**src/ext_irq_pkg.sv**
```systemverilog
// Purpose: Constants for the external interrupt input block
// Assumes: AXI4-Lite register bus, 32-bit data, byte addresses
// Notes: Config register sits at its printed offset
package ext_irq_pkg;
	localparam int ADDR_W = 8;
	localparam logic [7:0] CONFIG_OFS = 8'hE4;
	localparam logic [7:0] TIMER_CTRL_OFS = 8'h88;
	localparam logic [7:0] MASK_OFS = 8'hA8;
	localparam logic [7:0] STATUS_OFS = 8'hF0;
	localparam logic [7:0] IRQ_MASK_OFS = 8'hF4;
	localparam logic [7:0] CONFIG_RESET = 8'h01;
	localparam int CH1_POL_BIT = 7;
	localparam int CH1_SEL_LSB = 4;
	localparam int CH0_POL_BIT = 3;
	localparam int CH0_SEL_LSB = 0;
	localparam int CH0_EDGE_BIT = 0;
	localparam int CH0_PEND_BIT = 1;
	localparam int CH1_EDGE_BIT = 2;
	localparam int CH1_PEND_BIT = 3;
	localparam int CH0_MASK_BIT = 0;
	localparam int CH1_MASK_BIT = 2;
	localparam logic [1:0] RESP_OKAY = 2'h0;
	localparam logic [1:0] RESP_SLVERR = 2'h2;
endpackage

```
**src/external_interrupt_inputs.sv**
```systemverilog
// Purpose: Two external interrupt channels on selectable port 0 pins
// Assumes: Port pins asynchronous to clk; CPU pulses vector acknowledge
// Notes: Pins are only observed, never driven
//
// What this block does
// - Polarity bit 0 means active low, 1 means active high.
// - Edge select 1 detects edges, 0 samples the level.
// - Three-bit selector picks port 0 pin 0 to 7 for each channel.
// - Channel only watches its pin and never disturbs crossbar peripherals.
// - Crossbar skip bit set keeps the pin away from peripherals.
// - Pending flags live in timer control bits 1 and 3.
// - Edge mode: active edge sets pending, CPU vector clears it.
// - Level mode: pending simply mirrors the active input, no storage.
// - Config: ch1 polarity 7, ch1 select 6-4, ch0 polarity 3, ch0 select 2-0.
// - ext_irq_chan0 and ext_irq_chan1 reach CPU only when enable mask bit 0 or 2 is set; irq is status gated by irq_mask.
`timescale 1ns/1ps
module external_interrupt_inputs #(
	parameter int PIN_COUNT = 8
) (
	// Clock and reset
	input wire logic clk,
	input wire logic sys_rst,
	// Port 0 pins, observed only; crossbar requests in, grants out gated by skip
	input wire logic [PIN_COUNT-1:0] port0_pin,
	input wire logic [PIN_COUNT-1:0] port0_skip_reg,
	input wire logic [PIN_COUNT-1:0] periph_request,
	output logic [PIN_COUNT-1:0] periph_grant,
	// CPU vectoring
	input wire logic chan0_vector_ack,
	input wire logic chan1_vector_ack,
	output logic ext_irq_chan0,
	output logic ext_irq_chan1,
	output logic irq,
	// AXI4-Lite write
	input wire logic [ext_irq_pkg::ADDR_W-1:0] s_axi_awaddr,
	input wire logic s_axi_awvalid,
	output logic s_axi_awready,
	input wire logic [31:0] s_axi_wdata,
	input wire logic [3:0] s_axi_wstrb,
	input wire logic s_axi_wvalid,
	output logic s_axi_wready,
	output logic [1:0] s_axi_bresp,
	output logic s_axi_bvalid,
	input wire logic s_axi_bready,
	// AXI4-Lite read
	input wire logic [ext_irq_pkg::ADDR_W-1:0] s_axi_araddr,
	input wire logic s_axi_arvalid,
	output logic s_axi_arready,
	output logic [31:0] s_axi_rdata,
	output logic [1:0] s_axi_rresp,
	output logic s_axi_rvalid,
	input wire logic s_axi_rready
);
	typedef struct packed {
		logic [PIN_COUNT-1:0] sync1;
		logic [PIN_COUNT-1:0] sync2;
		logic [1:0] act_prev;
		logic [1:0] edge_pend;
		logic [7:0] config_reg;
		logic [1:0] edge_sel;
		logic [1:0] mask;
		logic [1:0] status;
		logic [1:0] irq_mask;
		logic aw_held;
		logic [ext_irq_pkg::ADDR_W-1:0] aw_addr;
		logic w_held;
		logic [31:0] w_data;
		logic [3:0] w_strb;
		logic bvalid;
		logic [1:0] bresp;
		logic rvalid;
		logic [31:0] rdata;
		logic [1:0] rresp;
	} state_t;

	state_t st;
	state_t next_st;
	logic [2:0] sel0;
	logic [2:0] sel1;
	logic [1:0] active;
	logic [1:0] pending;
	logic [1:0] ack;
	logic do_write;
	logic do_read;

	// ----------------------------------------
	// Pin selection and detection
	// ----------------------------------------
	assign sel0 = st.config_reg[ext_irq_pkg::CH0_SEL_LSB +: 3];
	assign sel1 = st.config_reg[ext_irq_pkg::CH1_SEL_LSB +: 3];
	assign ack = {chan1_vector_ack, chan0_vector_ack};
	// Polarity 0 inverts the pin so that active is always high
	assign active[0] = st.sync2[sel0] ~^ st.config_reg[ext_irq_pkg::CH0_POL_BIT];
	assign active[1] = st.sync2[sel1] ~^ st.config_reg[ext_irq_pkg::CH1_POL_BIT];
	// Level mode mirrors the input; edge mode uses the stored flag
	assign pending[0] = st.edge_sel[0] ? st.edge_pend[0] : active[0];
	assign pending[1] = st.edge_sel[1] ? st.edge_pend[1] : active[1];
	assign ext_irq_chan0 = pending[0] & st.mask[0];
	assign ext_irq_chan1 = pending[1] & st.mask[1];
	assign irq = |(st.status & st.irq_mask);
	// Skipped pins are never granted to a peripheral
	assign periph_grant = periph_request & ~port0_skip_reg;

	assign s_axi_awready = ~st.aw_held & ~st.bvalid;
	assign s_axi_wready = ~st.w_held & ~st.bvalid;
	assign s_axi_arready = ~st.rvalid;
	assign s_axi_bvalid = st.bvalid;
	assign s_axi_bresp = st.bresp;
	assign s_axi_rvalid = st.rvalid;
	assign s_axi_rdata = st.rdata;
	assign s_axi_rresp = st.rresp;

	// ----------------------------------------
	// Next state
	// ----------------------------------------
	always_comb begin
		logic [ext_irq_pkg::ADDR_W-1:0] waddr;
		logic [31:0] wdata;
		logic [3:0] wstrb;
		logic [1:0] rise;
		logic [1:0] wclr;
		logic [31:0] rd;
		logic rok;
		next_st = st;
		waddr = st.aw_held ? st.aw_addr : s_axi_awaddr;
		wdata = st.w_held ? st.w_data : s_axi_wdata;
		wstrb = st.w_held ? st.w_strb : s_axi_wstrb;
		wclr = 2'h0;
		rd = 32'h0;
		rok = 1'b1;
		next_st.sync1 = port0_pin;
		next_st.sync2 = st.sync1;
		next_st.act_prev = active;
		rise = active & ~st.act_prev;
		// Write channel capture
		if (s_axi_awvalid && s_axi_awready) begin
			next_st.aw_held = 1'b1;
			next_st.aw_addr = s_axi_awaddr;
		end
		if (s_axi_wvalid && s_axi_wready) begin
			next_st.w_held = 1'b1;
			next_st.w_data = s_axi_wdata;
			next_st.w_strb = s_axi_wstrb;
		end
		do_write = (st.aw_held | (s_axi_awvalid & s_axi_awready)) &
			(st.w_held | (s_axi_wvalid & s_axi_wready)) & ~st.bvalid;
		// Edge pending: CPU ack clears, a new edge wins over clear
		for (int c = 0; c < 2; c++) begin
			if (ack[c]) begin
				next_st.edge_pend[c] = 1'b0;
			end
			if (rise[c]) begin
				next_st.edge_pend[c] = 1'b1;
			end
		end
		if (do_write) begin
			next_st.aw_held = 1'b0;
			next_st.w_held = 1'b0;
			next_st.bvalid = 1'b1;
			next_st.bresp = ext_irq_pkg::RESP_OKAY;
			if (!wstrb[0]) begin
				// Upper lanes only: nothing to store
			end else if (waddr == ext_irq_pkg::CONFIG_OFS) begin
				next_st.config_reg = wdata[7:0];
			end else if (waddr == ext_irq_pkg::TIMER_CTRL_OFS) begin
				next_st.edge_sel[0] = wdata[ext_irq_pkg::CH0_EDGE_BIT];
				next_st.edge_sel[1] = wdata[ext_irq_pkg::CH1_EDGE_BIT];
				// Software may clear an edge flag; a same-cycle edge still wins
				if (!wdata[ext_irq_pkg::CH0_PEND_BIT] && !rise[0]) begin
					next_st.edge_pend[0] = 1'b0;
				end
				if (!wdata[ext_irq_pkg::CH1_PEND_BIT] && !rise[1]) begin
					next_st.edge_pend[1] = 1'b0;
				end
			end else if (waddr == ext_irq_pkg::MASK_OFS) begin
				next_st.mask[0] = wdata[ext_irq_pkg::CH0_MASK_BIT];
				next_st.mask[1] = wdata[ext_irq_pkg::CH1_MASK_BIT];
			end else if (waddr == ext_irq_pkg::STATUS_OFS) begin
				wclr = wdata[1:0];
			end else if (waddr == ext_irq_pkg::IRQ_MASK_OFS) begin
				next_st.irq_mask = wdata[1:0];
			end else begin
				next_st.bresp = ext_irq_pkg::RESP_SLVERR;
			end
		end
		// Sticky status: write one clears, new event wins
		next_st.status = (st.status & ~wclr) | rise;
		if (st.bvalid && s_axi_bready) begin
			next_st.bvalid = 1'b0;
		end
		// Read path
		do_read = s_axi_arvalid & ~st.rvalid;
		case (s_axi_araddr)
			ext_irq_pkg::CONFIG_OFS: rd = {24'h0, st.config_reg};
			ext_irq_pkg::TIMER_CTRL_OFS: begin
				rd[ext_irq_pkg::CH0_EDGE_BIT] = st.edge_sel[0];
				rd[ext_irq_pkg::CH0_PEND_BIT] = pending[0];
				rd[ext_irq_pkg::CH1_EDGE_BIT] = st.edge_sel[1];
				rd[ext_irq_pkg::CH1_PEND_BIT] = pending[1];
			end
			ext_irq_pkg::MASK_OFS: begin
				rd[ext_irq_pkg::CH0_MASK_BIT] = st.mask[0];
				rd[ext_irq_pkg::CH1_MASK_BIT] = st.mask[1];
			end
			ext_irq_pkg::STATUS_OFS: rd = {30'h0, st.status};
			ext_irq_pkg::IRQ_MASK_OFS: rd = {30'h0, st.irq_mask};
			default: rok = 1'b0;
		endcase
		if (do_read) begin
			next_st.rvalid = 1'b1;
			next_st.rdata = rd;
			next_st.rresp = rok ? ext_irq_pkg::RESP_OKAY : ext_irq_pkg::RESP_SLVERR;
		end else if (st.rvalid && s_axi_rready) begin
			next_st.rvalid = 1'b0;
		end
	end

	// ----------------------------------------
	// State register
	// ----------------------------------------
	always_ff @(posedge clk) begin
		if (sys_rst) begin
			st <= '0;
			// Pins idle high; starting the synchroniser low would fake an edge
			st.sync1 <= '1;
			st.sync2 <= '1;
			st.config_reg <= ext_irq_pkg::CONFIG_RESET;
		end else begin
			st <= next_st;
		end
	end

	// ----------------------------------------
	// Checks
	// ----------------------------------------
	edge_sets_pend_a: assert property (@(posedge clk) disable iff (sys_rst)
		(st.edge_sel[0] && active[0] && !st.act_prev[0]) |=> st.edge_pend[0])
		else $error("edge did not set channel 0 pending");
	ack_clears_pend_a: assert property (@(posedge clk) disable iff (sys_rst)
		(chan0_vector_ack && !(active[0] && !st.act_prev[0])) |=> !st.edge_pend[0])
		else $error("vector ack did not clear channel 0 pending");
	level_mirror_a: assert property (@(posedge clk) disable iff (sys_rst)
		!st.edge_sel[1] |-> (pending[1] == active[1]))
		else $error("level pending does not follow input");
	polarity_low_a: assert property (@(posedge clk) disable iff (sys_rst)
		!st.config_reg[ext_irq_pkg::CH0_POL_BIT] |-> (active[0] == !st.sync2[sel0]))
		else $error("active low polarity wrong");
	mask_gate_a: assert property (@(posedge clk) disable iff (sys_rst)
		!st.mask[1] |-> !ext_irq_chan1)
		else $error("masked channel reached cpu");
	sync_delay_a: assert property (@(posedge clk) disable iff (sys_rst)
		1'b1 |-> ##2 (st.sync2 == $past(port0_pin, 2)))
		else $error("pin synchroniser depth wrong");
	skip_grant_a: assert property (@(posedge clk) disable iff (sys_rst)
		(periph_grant & port0_skip_reg) == '0)
		else $error("skipped pin granted");
	config_write_a: assert property (@(posedge clk) disable iff (sys_rst)
		(do_write && s_axi_awvalid && !st.aw_held && s_axi_awaddr == ext_irq_pkg::CONFIG_OFS
		&& s_axi_wvalid && !st.w_held && s_axi_wstrb[0]) |=> (st.config_reg == $past(s_axi_wdata[7:0])))
		else $error("config write not stored");
	edge_sets_pend1_a: assert property (@(posedge clk) disable iff (sys_rst)
		(st.edge_sel[1] && active[1] && !st.act_prev[1]) |=> st.edge_pend[1])
		else $error("edge did not set channel 1 pending");
	ack_clears_pend1_a: assert property (@(posedge clk) disable iff (sys_rst)
		(chan1_vector_ack && !(active[1] && !st.act_prev[1])) |=> !st.edge_pend[1])
		else $error("vector ack did not clear channel 1 pending");
	level_mirror0_a: assert property (@(posedge clk) disable iff (sys_rst)
		!st.edge_sel[0] |-> (pending[0] == active[0]))
		else $error("level pending does not follow input");
	edge_pending1_a: assert property (@(posedge clk) disable iff (sys_rst)
		st.edge_sel[1] |-> (pending[1] == st.edge_pend[1]))
		else $error("edge mode pending not stored flag");
	polarity_high_a: assert property (@(posedge clk) disable iff (sys_rst)
		st.config_reg[ext_irq_pkg::CH1_POL_BIT] |-> (active[1] == st.sync2[sel1]))
		else $error("active high polarity wrong");
	mask_gate0_a: assert property (@(posedge clk) disable iff (sys_rst)
		!st.mask[0] |-> !ext_irq_chan0)
		else $error("masked channel reached cpu");
	unmasked_pass_a: assert property (@(posedge clk) disable iff (sys_rst)
		(st.mask[0] && pending[0]) |-> ext_irq_chan0)
		else $error("enabled request did not reach cpu");
	skip_pass_a: assert property (@(posedge clk) disable iff (sys_rst)
		(periph_grant & ~port0_skip_reg) == (periph_request & ~port0_skip_reg))
		else $error("unskipped pin grant disturbed");
	sync_first_a: assert property (@(posedge clk) disable iff (sys_rst)
		1'b1 |=> (st.sync1 == $past(port0_pin)))
		else $error("first synchroniser stage wrong");
	pend_read_a: assert property (@(posedge clk) disable iff (sys_rst)
		(s_axi_rvalid && !s_axi_rready) |=> (s_axi_rvalid && $stable(s_axi_rdata)))
		else $error("read data dropped before taken");
	resp_hold_a: assert property (@(posedge clk) disable iff (sys_rst)
		(s_axi_bvalid && !s_axi_bready) |=> s_axi_bvalid)
		else $error("write response dropped before taken");
	level_set0_a: assert property (@(posedge clk) disable iff (sys_rst)
		(!st.edge_sel[0] && active[0]) |-> pending[0])
		else $error("active level not pending");
endmodule

```
**config.mk**
```make
export PLATFORM = sky130hd
export DESIGN_NAME = external_interrupt_inputs
export DESIGN_NICKNAME = d
export VERILOG_FILES = /design/src/ext_irq_pkg.sv /design/src/external_interrupt_inputs.sv
export SDC_FILE = /design/constraint.sdc
export NUM_CORES = 1
export LEC_CHECK = 0
export ABC_AREA = 0
export ABC_CLOCK_PERIOD_IN_PS = 1950
export BUFFER_PORTS_ARGS = -buffer_cell sky130_fd_sc_hd__buf_2
export CORE_ASPECT_RATIO = 2
export CORE_UTILIZATION = 40
export CTS_CLUSTER_DIAMETER = 80
export DETAILED_ROUTE_END_ITERATION = 6
export PLACE_DENSITY = 0.68
export SLEW_MARGIN = 20
export SYNTH_ARGS = -nofsm -noshare
export SYNTH_HDL_FRONTEND = slang
export SYNTH_SLANG_ARGS = --single-unit
```
**constraint.sdc**
```tcl
create_clock -name clk -period 1.95 [get_ports clk]
set_input_delay 0.39 -clock clk [delete_from_list [all_inputs] [get_ports clk]]
set_output_delay 0.39 -clock clk [all_outputs]
set_load 0.01 [all_outputs]
```
-- After elaboration in Yosys (flattened, before gate mapping)
Cells that the tools add are included.
- output and inout bits: 52
- word-level logic and storage cells: 124
- register bits after elaboration: 93
- bits of input ports: 85
- bitwise logic cells: 29
- reduce and logical (&&, ||, !) cells: 19
- multiplexer cells: 45
- equality and inequality tests: 10
- $lt $le $gt $ge: 2
- operators with widths (operator ; count):
    == test 8 bit, second input constant ; 10
    two-way mux 2 bit ; 18
    two-way mux 14 bit ; 2
    two-way mux 8 bit ; 3
    two-way mux 1 bit ; 14
    AND 1 bit ; 9
    AND 8 bit ; 1
    < comparator 3 x 4 -> 1 bit, second input constant ; 2
    two-way mux 4 bit ; 2
    NOT 1 bit ; 8
    NOT 8 bit ; 1
    AND reduction 7 bit ; 1
    AND 2 bit ; 3
    binary-select mux 1 bit (select 3 bit) ; 2
    logical AND 1 bit ; 6
    OR reduction 2 bit ; 3
    one-hot mux 1 bit (5 select lines) ; 1
    AND reduction 5 bit ; 1
    OR reduction 5 bit ; 1
    zero test 1 bit ; 4
    NOT 2 bit ; 2
    one-hot mux 1 bit (4 select lines) ; 1
    AND reduction 4 bit ; 1
    one-hot mux 1 bit (3 select lines) ; 1
    6 further kinds ; 8

-- Logic depth before layout (Yosys ltp)
Gate-level depths: netlist of run 1.
- depth in word-level cells: 11
- mapped depth: 7
- depth with buffers taken out: 5

-- Least setup slack after synthesis of run 1
No wires, ideal clock.
- path kind: input to register
- from: input s_axi_awaddr[0] (netlist bit)
- to: register st[88] (netlist bit)
- stages: 4
- path buffers: 0
- slack: -0.163 ns
- arrival time: 1.993 ns
- library setup time: 0.121 ns
- path through: or4_1 > a222oi_1 > nor3b_1 > mux2_2
- cells in the longest elaborated chain, start to end: 4
- RTL lines (element ; line ; text):
    start: declaration ; external_interrupt_inputs.sv:35 ; input wire logic [ext_irq_pkg::ADDR_W-1:0] s_axi_awaddr,
    two-way mux 8 bit (*) ; external_interrupt_inputs.sv:125 ; waddr = st.aw_held ? st.aw_addr : s_axi_awaddr;
    == test 8 bit, on equally long branches ; external_interrupt_inputs.sv:165, external_interrupt_inputs.sv:163 ;
    NOT 1 bit (no line) ; n/a ;
    AND reduction 5 bit (no line) (*) ; n/a ;
    end signal: assignment ; external_interrupt_inputs.sv:229 ; st <= next_st;
    end: declaration ; external_interrupt_inputs.sv:76 ; state_t st;
Mark *: on every way between the ends. The rest lies on a longest branch, timed or not.
A chain may end at the register's enable or synchronous reset.

-- Final worst setup path of run 1
- from: register st (netlist bit sel0[1])
- to: output ext_irq_chan0
- cells in the longest elaborated chain, start to end: 5
- RTL lines (element ; line ; text):
    binary-select mux 1 bit (select 3 bit) ; external_interrupt_inputs.sv:93 ; assign active[0] = st.sync2[sel0] ~^ st.config_reg[ext_irq_pkg::CH0_POL_BIT];
    two-way mux 1 bit (implied by the code) ; external_interrupt_inputs.sv:93 ;
    XNOR 1 bit ; external_interrupt_inputs.sv:93 ;
    two-way mux 1 bit ; external_interrupt_inputs.sv:96 ; assign pending[0] = st.edge_sel[0] ? st.edge_pend[0] : active[0];
    AND 1 bit ; external_interrupt_inputs.sv:98 ; assign ext_irq_chan0 = pending[0] & st.mask[0];
    end: declaration ; external_interrupt_inputs.sv:31 ; output logic ext_irq_chan0,
No other way between the ends. The select of a mux whose other input is x is not followed.

==> key figures, run 1 <==
GRT
  – GRT Util Overall: 19.3%
  – Congestion Overflow GR: 0
  – Initial antenna violation count: 1
  – First-pass GRT wire length: 12,100 microns
  – Largest net degree at the start of global routing: 29
  – Via count of the first global-routing pass: 2,699

Synth
  – Mapped Cells: 361
  – Top area cells in the synthesized netlist: dfxtp_1, buf_4, nand2_1
  – Mean post-synth cell area: 9.00 sq um
  – Mapped Area: 3250 sq um
  – Top_reg_cell synth: dfxtp_1
  – Synthesized flop and latch total: 67
  – Ys Warns: 0
  – Seq/Total Area, Yosys: 41.3%
  – Top cell type's share of synthesized area: 41.3%
  – Unique cell type count in the Yosys netlist: 46
  – Post-synth EDFFs: 0
  – Leading area contributor after synthesis: dfxtp_1
  – Async SR Flop Fraction: 0%

Die
  – Die area: 8510 sq um
  – Cell Rows: 46
  – Initial Util: 41.2%
  – CORE AREA: 7890 sq um
  – Die width: 65.7 microns
  – I/O pin total: 137
  – Die Ht: 129 microns

Routing
  – Detailed Routing Iterations Pass 1: 5
  – Via count: 2,847
  – Drt total wl: 7820 microns
  – DR iter-0 viols: 132
  – Drt wl/cell: 13.8 microns
  – Vias/cell: 5.02
  – # DRC: 0
  – Routed Antenna Nets: 0

Clock tree
  – CTS tree: built
  – Sink Count: 67
  – Clock latency on the worst-skew pair: 330 ps
  – # hold bufs at CTS: 0
  – Root Driver: clkbuf_16
  – CTS max path bufs: 2
  – Num CTS Buffers: 9
  – H-Tree Depth: 3
  – Clock transition at the registers of the reported paths: 50 ps

Timing
  – Hold violation total from the final report: 0
  – Final slew viol count: 0
  – Final setup fails: 10
  – Least-Margin Pin Slew: 640 ps
  – Max Clock Skew: 4.49 ps
  – Max Fclk: 428 MHz
  – RSZ-0062 raised after global routing: true
  – Final Critical Period: 2340 ps
  – Post-route setup slack: -389 ps
  – Final period utilization: 120%
  – Rel. slew slack: 56.7%
  – Worst hold slack: 244 ps

Worst setup path
  – Crit Path Class: register to output pin
  – Arr. time, crit path: 1950 ps
  – Crit end category: output pin
  – CP required: 1560 ps
  – Startpoint types: register
  – Critical path peak fanout: 3

Finish
  – Synth-to-layout area growth: 32.7%
  – Fillers: 698
  – Layout cells sized above 1: 40.2%
  – Layout net count: 552

Placement
  – Routability Congestion: 0.815
  – Pre-CTS WS: -266 ps
  – Post-DP HPWL: 5690 microns
  – Port Buffers: 83

Power and ir drop
  – VDD IR max: 0.550 mV
  – Tot Pwr: 0.00369 W
  – Leakage: 1.95 nW
  – Cell Pwr Density: 855 nW/um^2

Run status
  – Failing checks: setup timing
  – Status: finished, violations left

Run
  – Max-cap violations: 0

Hold path
  – Tightest Hold Check Type: primary input to register
critical path: stages (launching register included):
cell and delay, ps:
dfxtp_4 370, mux4_2 530, mux2i_4 190, xnor2_2 170, nor2_1 60, o21a_1 170, buf_2 130
kinds of logic (layout without fill, tap and decap cells):
kind of cell | after synthesis | after routing | synth area share (%)
muxes | 36 | 36 | 13.3
AOI/OAI and AO/OA | 52 | 52 | 10.3
buffers and inverters | 52 | 135 | 10.4
other | 1 | 27 | 0.115
DFF | 67 | 67 | 41.3
and+or+nand+nor | 151 | 152 | 24.1
xor gates and xnor gates | 2 | 2 | 0.539
worst paths after layout:
kind | start | to | slack [ps] | cells past startpoint
worst max-delay path | sel0[1]$_SDFFE_PP0P_ | ext_irq_chan0 | -390 | 6
worst min-delay path | port0_pin[1] | next_st[105]$_SDFF_PP1_ | 240 | 2
worst max register to register | st[83]$_SDFFE_PP0P_ | st[89]$_SDFFE_PP0P_ | -130 | 6
worst min register to register | next_st[106]$_SDFF_PP1_ | st[106]$_SDFF_PP1_ | 400 | 1
what timing repair did:
| action | CTS | global route |
|---|---|---|
| cloned | 1 | 0 |
| gates resized for setup | 28 | 12 |
| hold endpoints to repair | 0 | 0 |
| setup buffers | 2 | 3 |
| pin swaps | 10 | 5 |
| setup endpoints to repair | 19 | 19 |
cells in the final DEF (no fill, tap or decap), drive strengths merged, types with 11 or more instances in the layout:
cell	count
a21oi	24
nor2b	11
conb	26
nand2	54
buf	119
nor2	29
mux2i	20
clkbuf	12
or2	16
mux2	12
dfxtp	67
cell type report:
cell class | count | area (sq um) | area share, %
Antenna cell | 1 | 2.50 | 0.0580
Clock buffer | 12 | 256 | 5.95
Clock inverter | 2 | 60.1 | 1.39
Inverter | 2 | 7.51 | 0.174
Multi-Input combinational cell | 268 | 1810 | 41.9
Sequential cell | 67 | 1350 | 31.4
Tap cell | 96 | 120 | 2.78
Timing Repair Buffer | 119 | 708 | 16.4
metrics by stage:
| stage | instance area [sq um] | setup TNS, ps | util [%] | std cells |
|---|---|---|---|---|
| floorplan | 3360 | -214 | - | 386 |
| global placement | 3800 | -3280 | 48.3 | 547 |
| detailed placement | 3800 | -3400 | 48.3 | 547 |
| CTS | 4240 | -1080 | 53.8 | 564 |
| global route | 4310 | -2370 | 54.7 | 567 |
| finish | 4310 | -1150 | 54.7 | 567 |
flip-flops by register name (all words and copies together) (netlist names):
signal,count
next_st,8
s_axi_bresp,1
s_axi_bvalid,1
s_axi_rdata,8
s_axi_rresp,1
s_axi_rvalid,1
sel0,3
sel1,3
st,41
synthesized netlist by cell type, types with 2 or more instances:
| library cell | n |
|---|---|
| dfxtp_1 | 67 |
| nand2_1 | 54 |
| buf_4 | 38 |
| nor2_1 | 29 |
| a21oi_1 | 24 |
| mux2i_1 | 20 |
| or2_2 | 16 |
| mux2_2 | 12 |
| clkbuf_1 | 11 |
| nor2b_1 | 11 |
| nand3_1 | 10 |
| o21ai_0 | 6 |
| nand3b_1 | 5 |
| and2_1 | 4 |
| o21a_1 | 4 |
| nor3b_1 | 3 |
| nor4b_1 | 3 |
| o211ai_1 | 3 |
| or3b_2 | 3 |
| or4b_1 | 3 |
| a211oi_1 | 2 |
| a22o_1 | 2 |
| and3b_1 | 2 |
| inv_1 | 2 |
| mux4_1 | 2 |
| mux4_2 | 2 |
| nor3_1 | 2 |
| or3_1 | 2 |
| xnor2_1 | 2 |
metal layers:
| metal | GRT usage [%] | routed length, microns | up-vias |
|---|---|---|---|
| met5 | 0 | 0 | - |
| met4 | 12.1 | 263 | 0 |
| met3 | 4.58 | 438 | 19 |
| met2 | 35.1 | 4260 | 112 |
| met1 | 18.8 | 2860 | 1311 |
| li1 | - | - | 1405 |
power by group:
group	switching [W]	total, W	internal, W
clock	0.000549	0.00172	0.00117
combinational	0.000264	0.000498	0.000234
sequential	0.0000387	0.00147	0.00143
total	0.000852	0.00369	0.00284
Note: power is estimated with default switching activity, not from simulation.
==> run 2, diff against run 1 <==
--- a/config.mk
+++ b/config.mk
@@ -12,7 +12,7 @@
 export CORE_UTILIZATION = 40
 export CTS_CLUSTER_DIAMETER = 80
 export DETAILED_ROUTE_END_ITERATION = 6
-export PLACE_DENSITY = 0.68
+export PLACE_DENSITY_LB_ADDON = 0.15
 export SLEW_MARGIN = 20
 export SYNTH_ARGS = -nofsm -noshare
 export SYNTH_HDL_FRONTEND = slang
==> run 2 against run 1 <==
The flow still finishes with violations (setup timing). Fmax decreased by 0.35%. Non-clock buffer count down 2. Sequential power about the same. Sequential share of layout area up 0.44 points. Critical path depth did not move. Clock power fell by 5%. Clock-buffer cell count is 3 lower. Flip-flop and latch count unchanged. Die area unchanged. Via count shrank 1.8%. Critical path type unchanged. Largest cell class unchanged.
==> key figures, run 2 (synthesis gave the netlist of run 1 again) <==
Run status
  – Status: finished, violations left
  – Failing checks: setup timing

Power and ir drop
  – Logic pwr share: 13.5% (about the same)
  – Cell Pwr Density: 841 nW/um^2 (-1.7%)
  – Leakage: 1.92 nW (-1.5%)
  – Switching power: 0.000925 W (+8.6%)
  – Sw Share: 25.9% (+2.8 points)
  – Flop pwr share: 41.0% (+1.2 points)
  – Tot Pwr: 0.00357 W (-3.2%)
  – VDD IR max: 0.409 mV (-26%)
  – Internal power: 0.00265 W (-6.7%)
  – Clk pwr share: 45.5% (-1.2 points)

Routing
  – Via count: 2,795 (-1.8%)
  – Detailed Routing Iterations Pass 1: 4 (-1)
  – # DRC: 0 (unchanged)
  – Drt wl/cell: 14.0 microns (+1.4%)
  – Routed Antenna Nets: 0 (unchanged)
  – Drt total wl: 7920 microns (+1.2%)
  – Vias/cell: 4.94 (-1.7%)
  – DR iter-0 viols: 124 (-6.1%)

Worst setup path
  – FF-to-FF setup slack: -100 ps (+30 ps)
  – R2R cell count: 6 (unchanged)
  – Crit path max-delay family: multiplexers
  – Critical path peak fanout: 3 (unchanged)
  – Startpoint types: register
  – Crit Path Class: register to output pin
  – Reg2reg start: st[83]$_SDFFE_PP0P_
  – Crit-path cells: mux4_2 > mux2i_4 > xnor2_2 > nor2_1 > o21a_1 > buf_2
  – R2r endpoint: st[89]$_SDFFE_PP0P_
  – Crit path buf inv count: 1 (unchanged)
  – Arr. time, crit path: 1960 ps (about the same)
  – Crit end category: output pin
  – CP required: 1560 ps (about the same)
  – CP max-delay cell: mux4_2
  – Critical path's largest stage delay: 530 ps (about the same)

Timing
  – RSZ-0062 raised after global routing: true
  – Hold violation total from the final report: 0 (unchanged)
  – Post-route setup slack: -397 ps (-8.27 ps)
  – Least-Margin Pin Slew: 543 ps (-96.9 ps)
  – Rel. slew slack: 62.8% (+6.0 points)
  – Max Clock Skew: 5.13 ps (+0.641 ps)
  – Final period utilization: 120% (+0.42 points)
  – Final Critical Period: 2350 ps (+8.27 ps)
  – Max Fclk: 426 MHz (-0.35%)
  – Final setup fails: 8 (-2)
  – Worst hold slack: 231 ps (-12.5 ps)
  – Final slew viol count: 0 (unchanged)

Run
  – Max-cap violations: 0 (unchanged)

GRT
  – GRT Util Overall: 19.3% (about the same)
  – Via count of the first global-routing pass: 2,584 (-4.3%)
  – First-pass GRT wire length: 12,000 microns (-0.68%)
  – Largest net degree at the start of global routing: 32 (+10%)
  – Congestion Overflow GR: 0 (unchanged)
  – Initial antenna violation count: 0 (-1)

Hold path
  – Tightest Hold Check Type: primary input to register
  – HP Start: port0_pin[7]
  – Hold Path End: next_st[111]$_SDFF_PP1_
  – Cells on Worst Hold Path: 2 (unchanged)

Placement
  – Routability Congestion: 0.796 (-2.4%)
  – Area post-placement: 3800 sq um (-0.20%)
  – DP Cell Count: 546 (-0.18%)
  – Post-DP HPWL: 6030 microns (+5.8%)
  – Pre-CTS WS: -270 ps (-3.48 ps)
  – Port Buffers: 83 (unchanged)

Die
  – I/O pin total: 137 (unchanged)
  – Initial Util: 41.2% (unchanged)
  – Die area: 8510 sq um (unchanged)
  – CORE AREA: 7890 sq um (unchanged)
  – Die Ht: 129 microns (unchanged)
  – Cell Rows: 46 (unchanged)
  – Die width: 65.7 microns (unchanged)

Finish
  – Synth-to-layout area growth: 30.8%
  – Commonest non-fill, non-tap cell in the layout: buf_2
  – Commonest non-fill, non-tap cells in the layout: buf_2, dfxtp_1, nand2_1, buf_4, nor2_1
  – Layout net count: 550 (-0.36%)
  – Final Cell Area: 4250 sq um (-1.5%)
  – Non-Filler Instances: 566 (-0.18%)
  – # diodes: 0 (-1)
  – Biggest register: st
  – Layout cells sized above 1: 40.0% (-0.21 points)
  – Max reg flops: 41 (unchanged)

Clock tree
  – Clock transition at the registers of the reported paths: 60 ps (about the same)
  – Sink Count: 67 (unchanged)
  – Num CTS Buffers: 9 (unchanged)
  – CTS max path bufs: 2 (unchanged)
  – H-Tree Depth: 3 (unchanged)
  – Root Driver: clkbuf_16
  – Clock latency on the worst-skew pair: 340 ps (about the same)
  – # hold bufs at CTS: 0 (unchanged)
  – CTS tree: built
[run 2: worst max path at each step]
stage,startpoint,endpoint,cells after the start
3_3_place_gp,s_axi_awaddr[0],st[88]$_SDFFE_PP0P_,6
4_1_cts,sel0[1]$_SDFFE_PP0P_,ext_irq_chan0,6
3_5_place_dp,s_axi_awaddr[0],st[88]$_SDFFE_PP0P_,6
6_report,sel0[1]$_SDFFE_PP0P_,ext_irq_chan0,6
2_1_floorplan,s_axi_awaddr[0],st[88]$_SDFFE_PP0P_,4
5_1_grt,sel0[1]$_SDFFE_PP0P_,ext_irq_chan0,6
[run 2: timing repair]
action | CTS | global route
resized for setup | 21 | 13
setup endpoints to repair | 20 | 20
setup buffers | 2 | 1
pin swaps | 11 | 6
endpoints found under the hold margin | 0 | 0
gates cloned | 0 | 1
[run 2: metrics by stage]
stage / utilization, % / TNS [ps]
detailed placement: 48.2 / -3960
global route: 53.9 / -1900
CTS: 53.1 / -1080
finish: 53.9 / -997
floorplan: - / -214
global placement: 48.2 / -3530
[run 2: final cells by class]
| type | instances | area [sq um] |
|---|---|---|
| Timing Repair Buffer | 117 | 686 |
| Sequential cell | 67 | 1350 |
| Inverter | 2 | 7.51 |
| Tap cell | 96 | 120 |
| Clock buffer | 9 | 225 |
| Fill cell | 742 | 3630 |
| Clock inverter | 7 | 76.3 |
| Multi-Input combinational cell | 268 | 1780 |
[run 2: layer usage]
metal	part of all wire (%)	global-route usage (%)	up-vias	routed length, microns
met2	55	35.4	107	4390
met5	0	0	-	0
met3	5.5	5.28	14	436
met4	3.1	11.3	0	244
met1	36	18.5	1277	2850
li1	-	-	1397	-
[run 2: power groups by stage]
stage / logic (W) / registers, W / clock network, W
final: 0.000483 / 0.00147 / 0.00163
after global placement: 0.000454 / 0.00149 / 0
after floorplan: 0.000306 / 0.00149 / 0
after CTS: 0.000477 / 0.00147 / 0.00166
after global routing: 0.000534 / 0.00147 / 0.00172
after detailed placement: 0.000462 / 0.00150 / 0
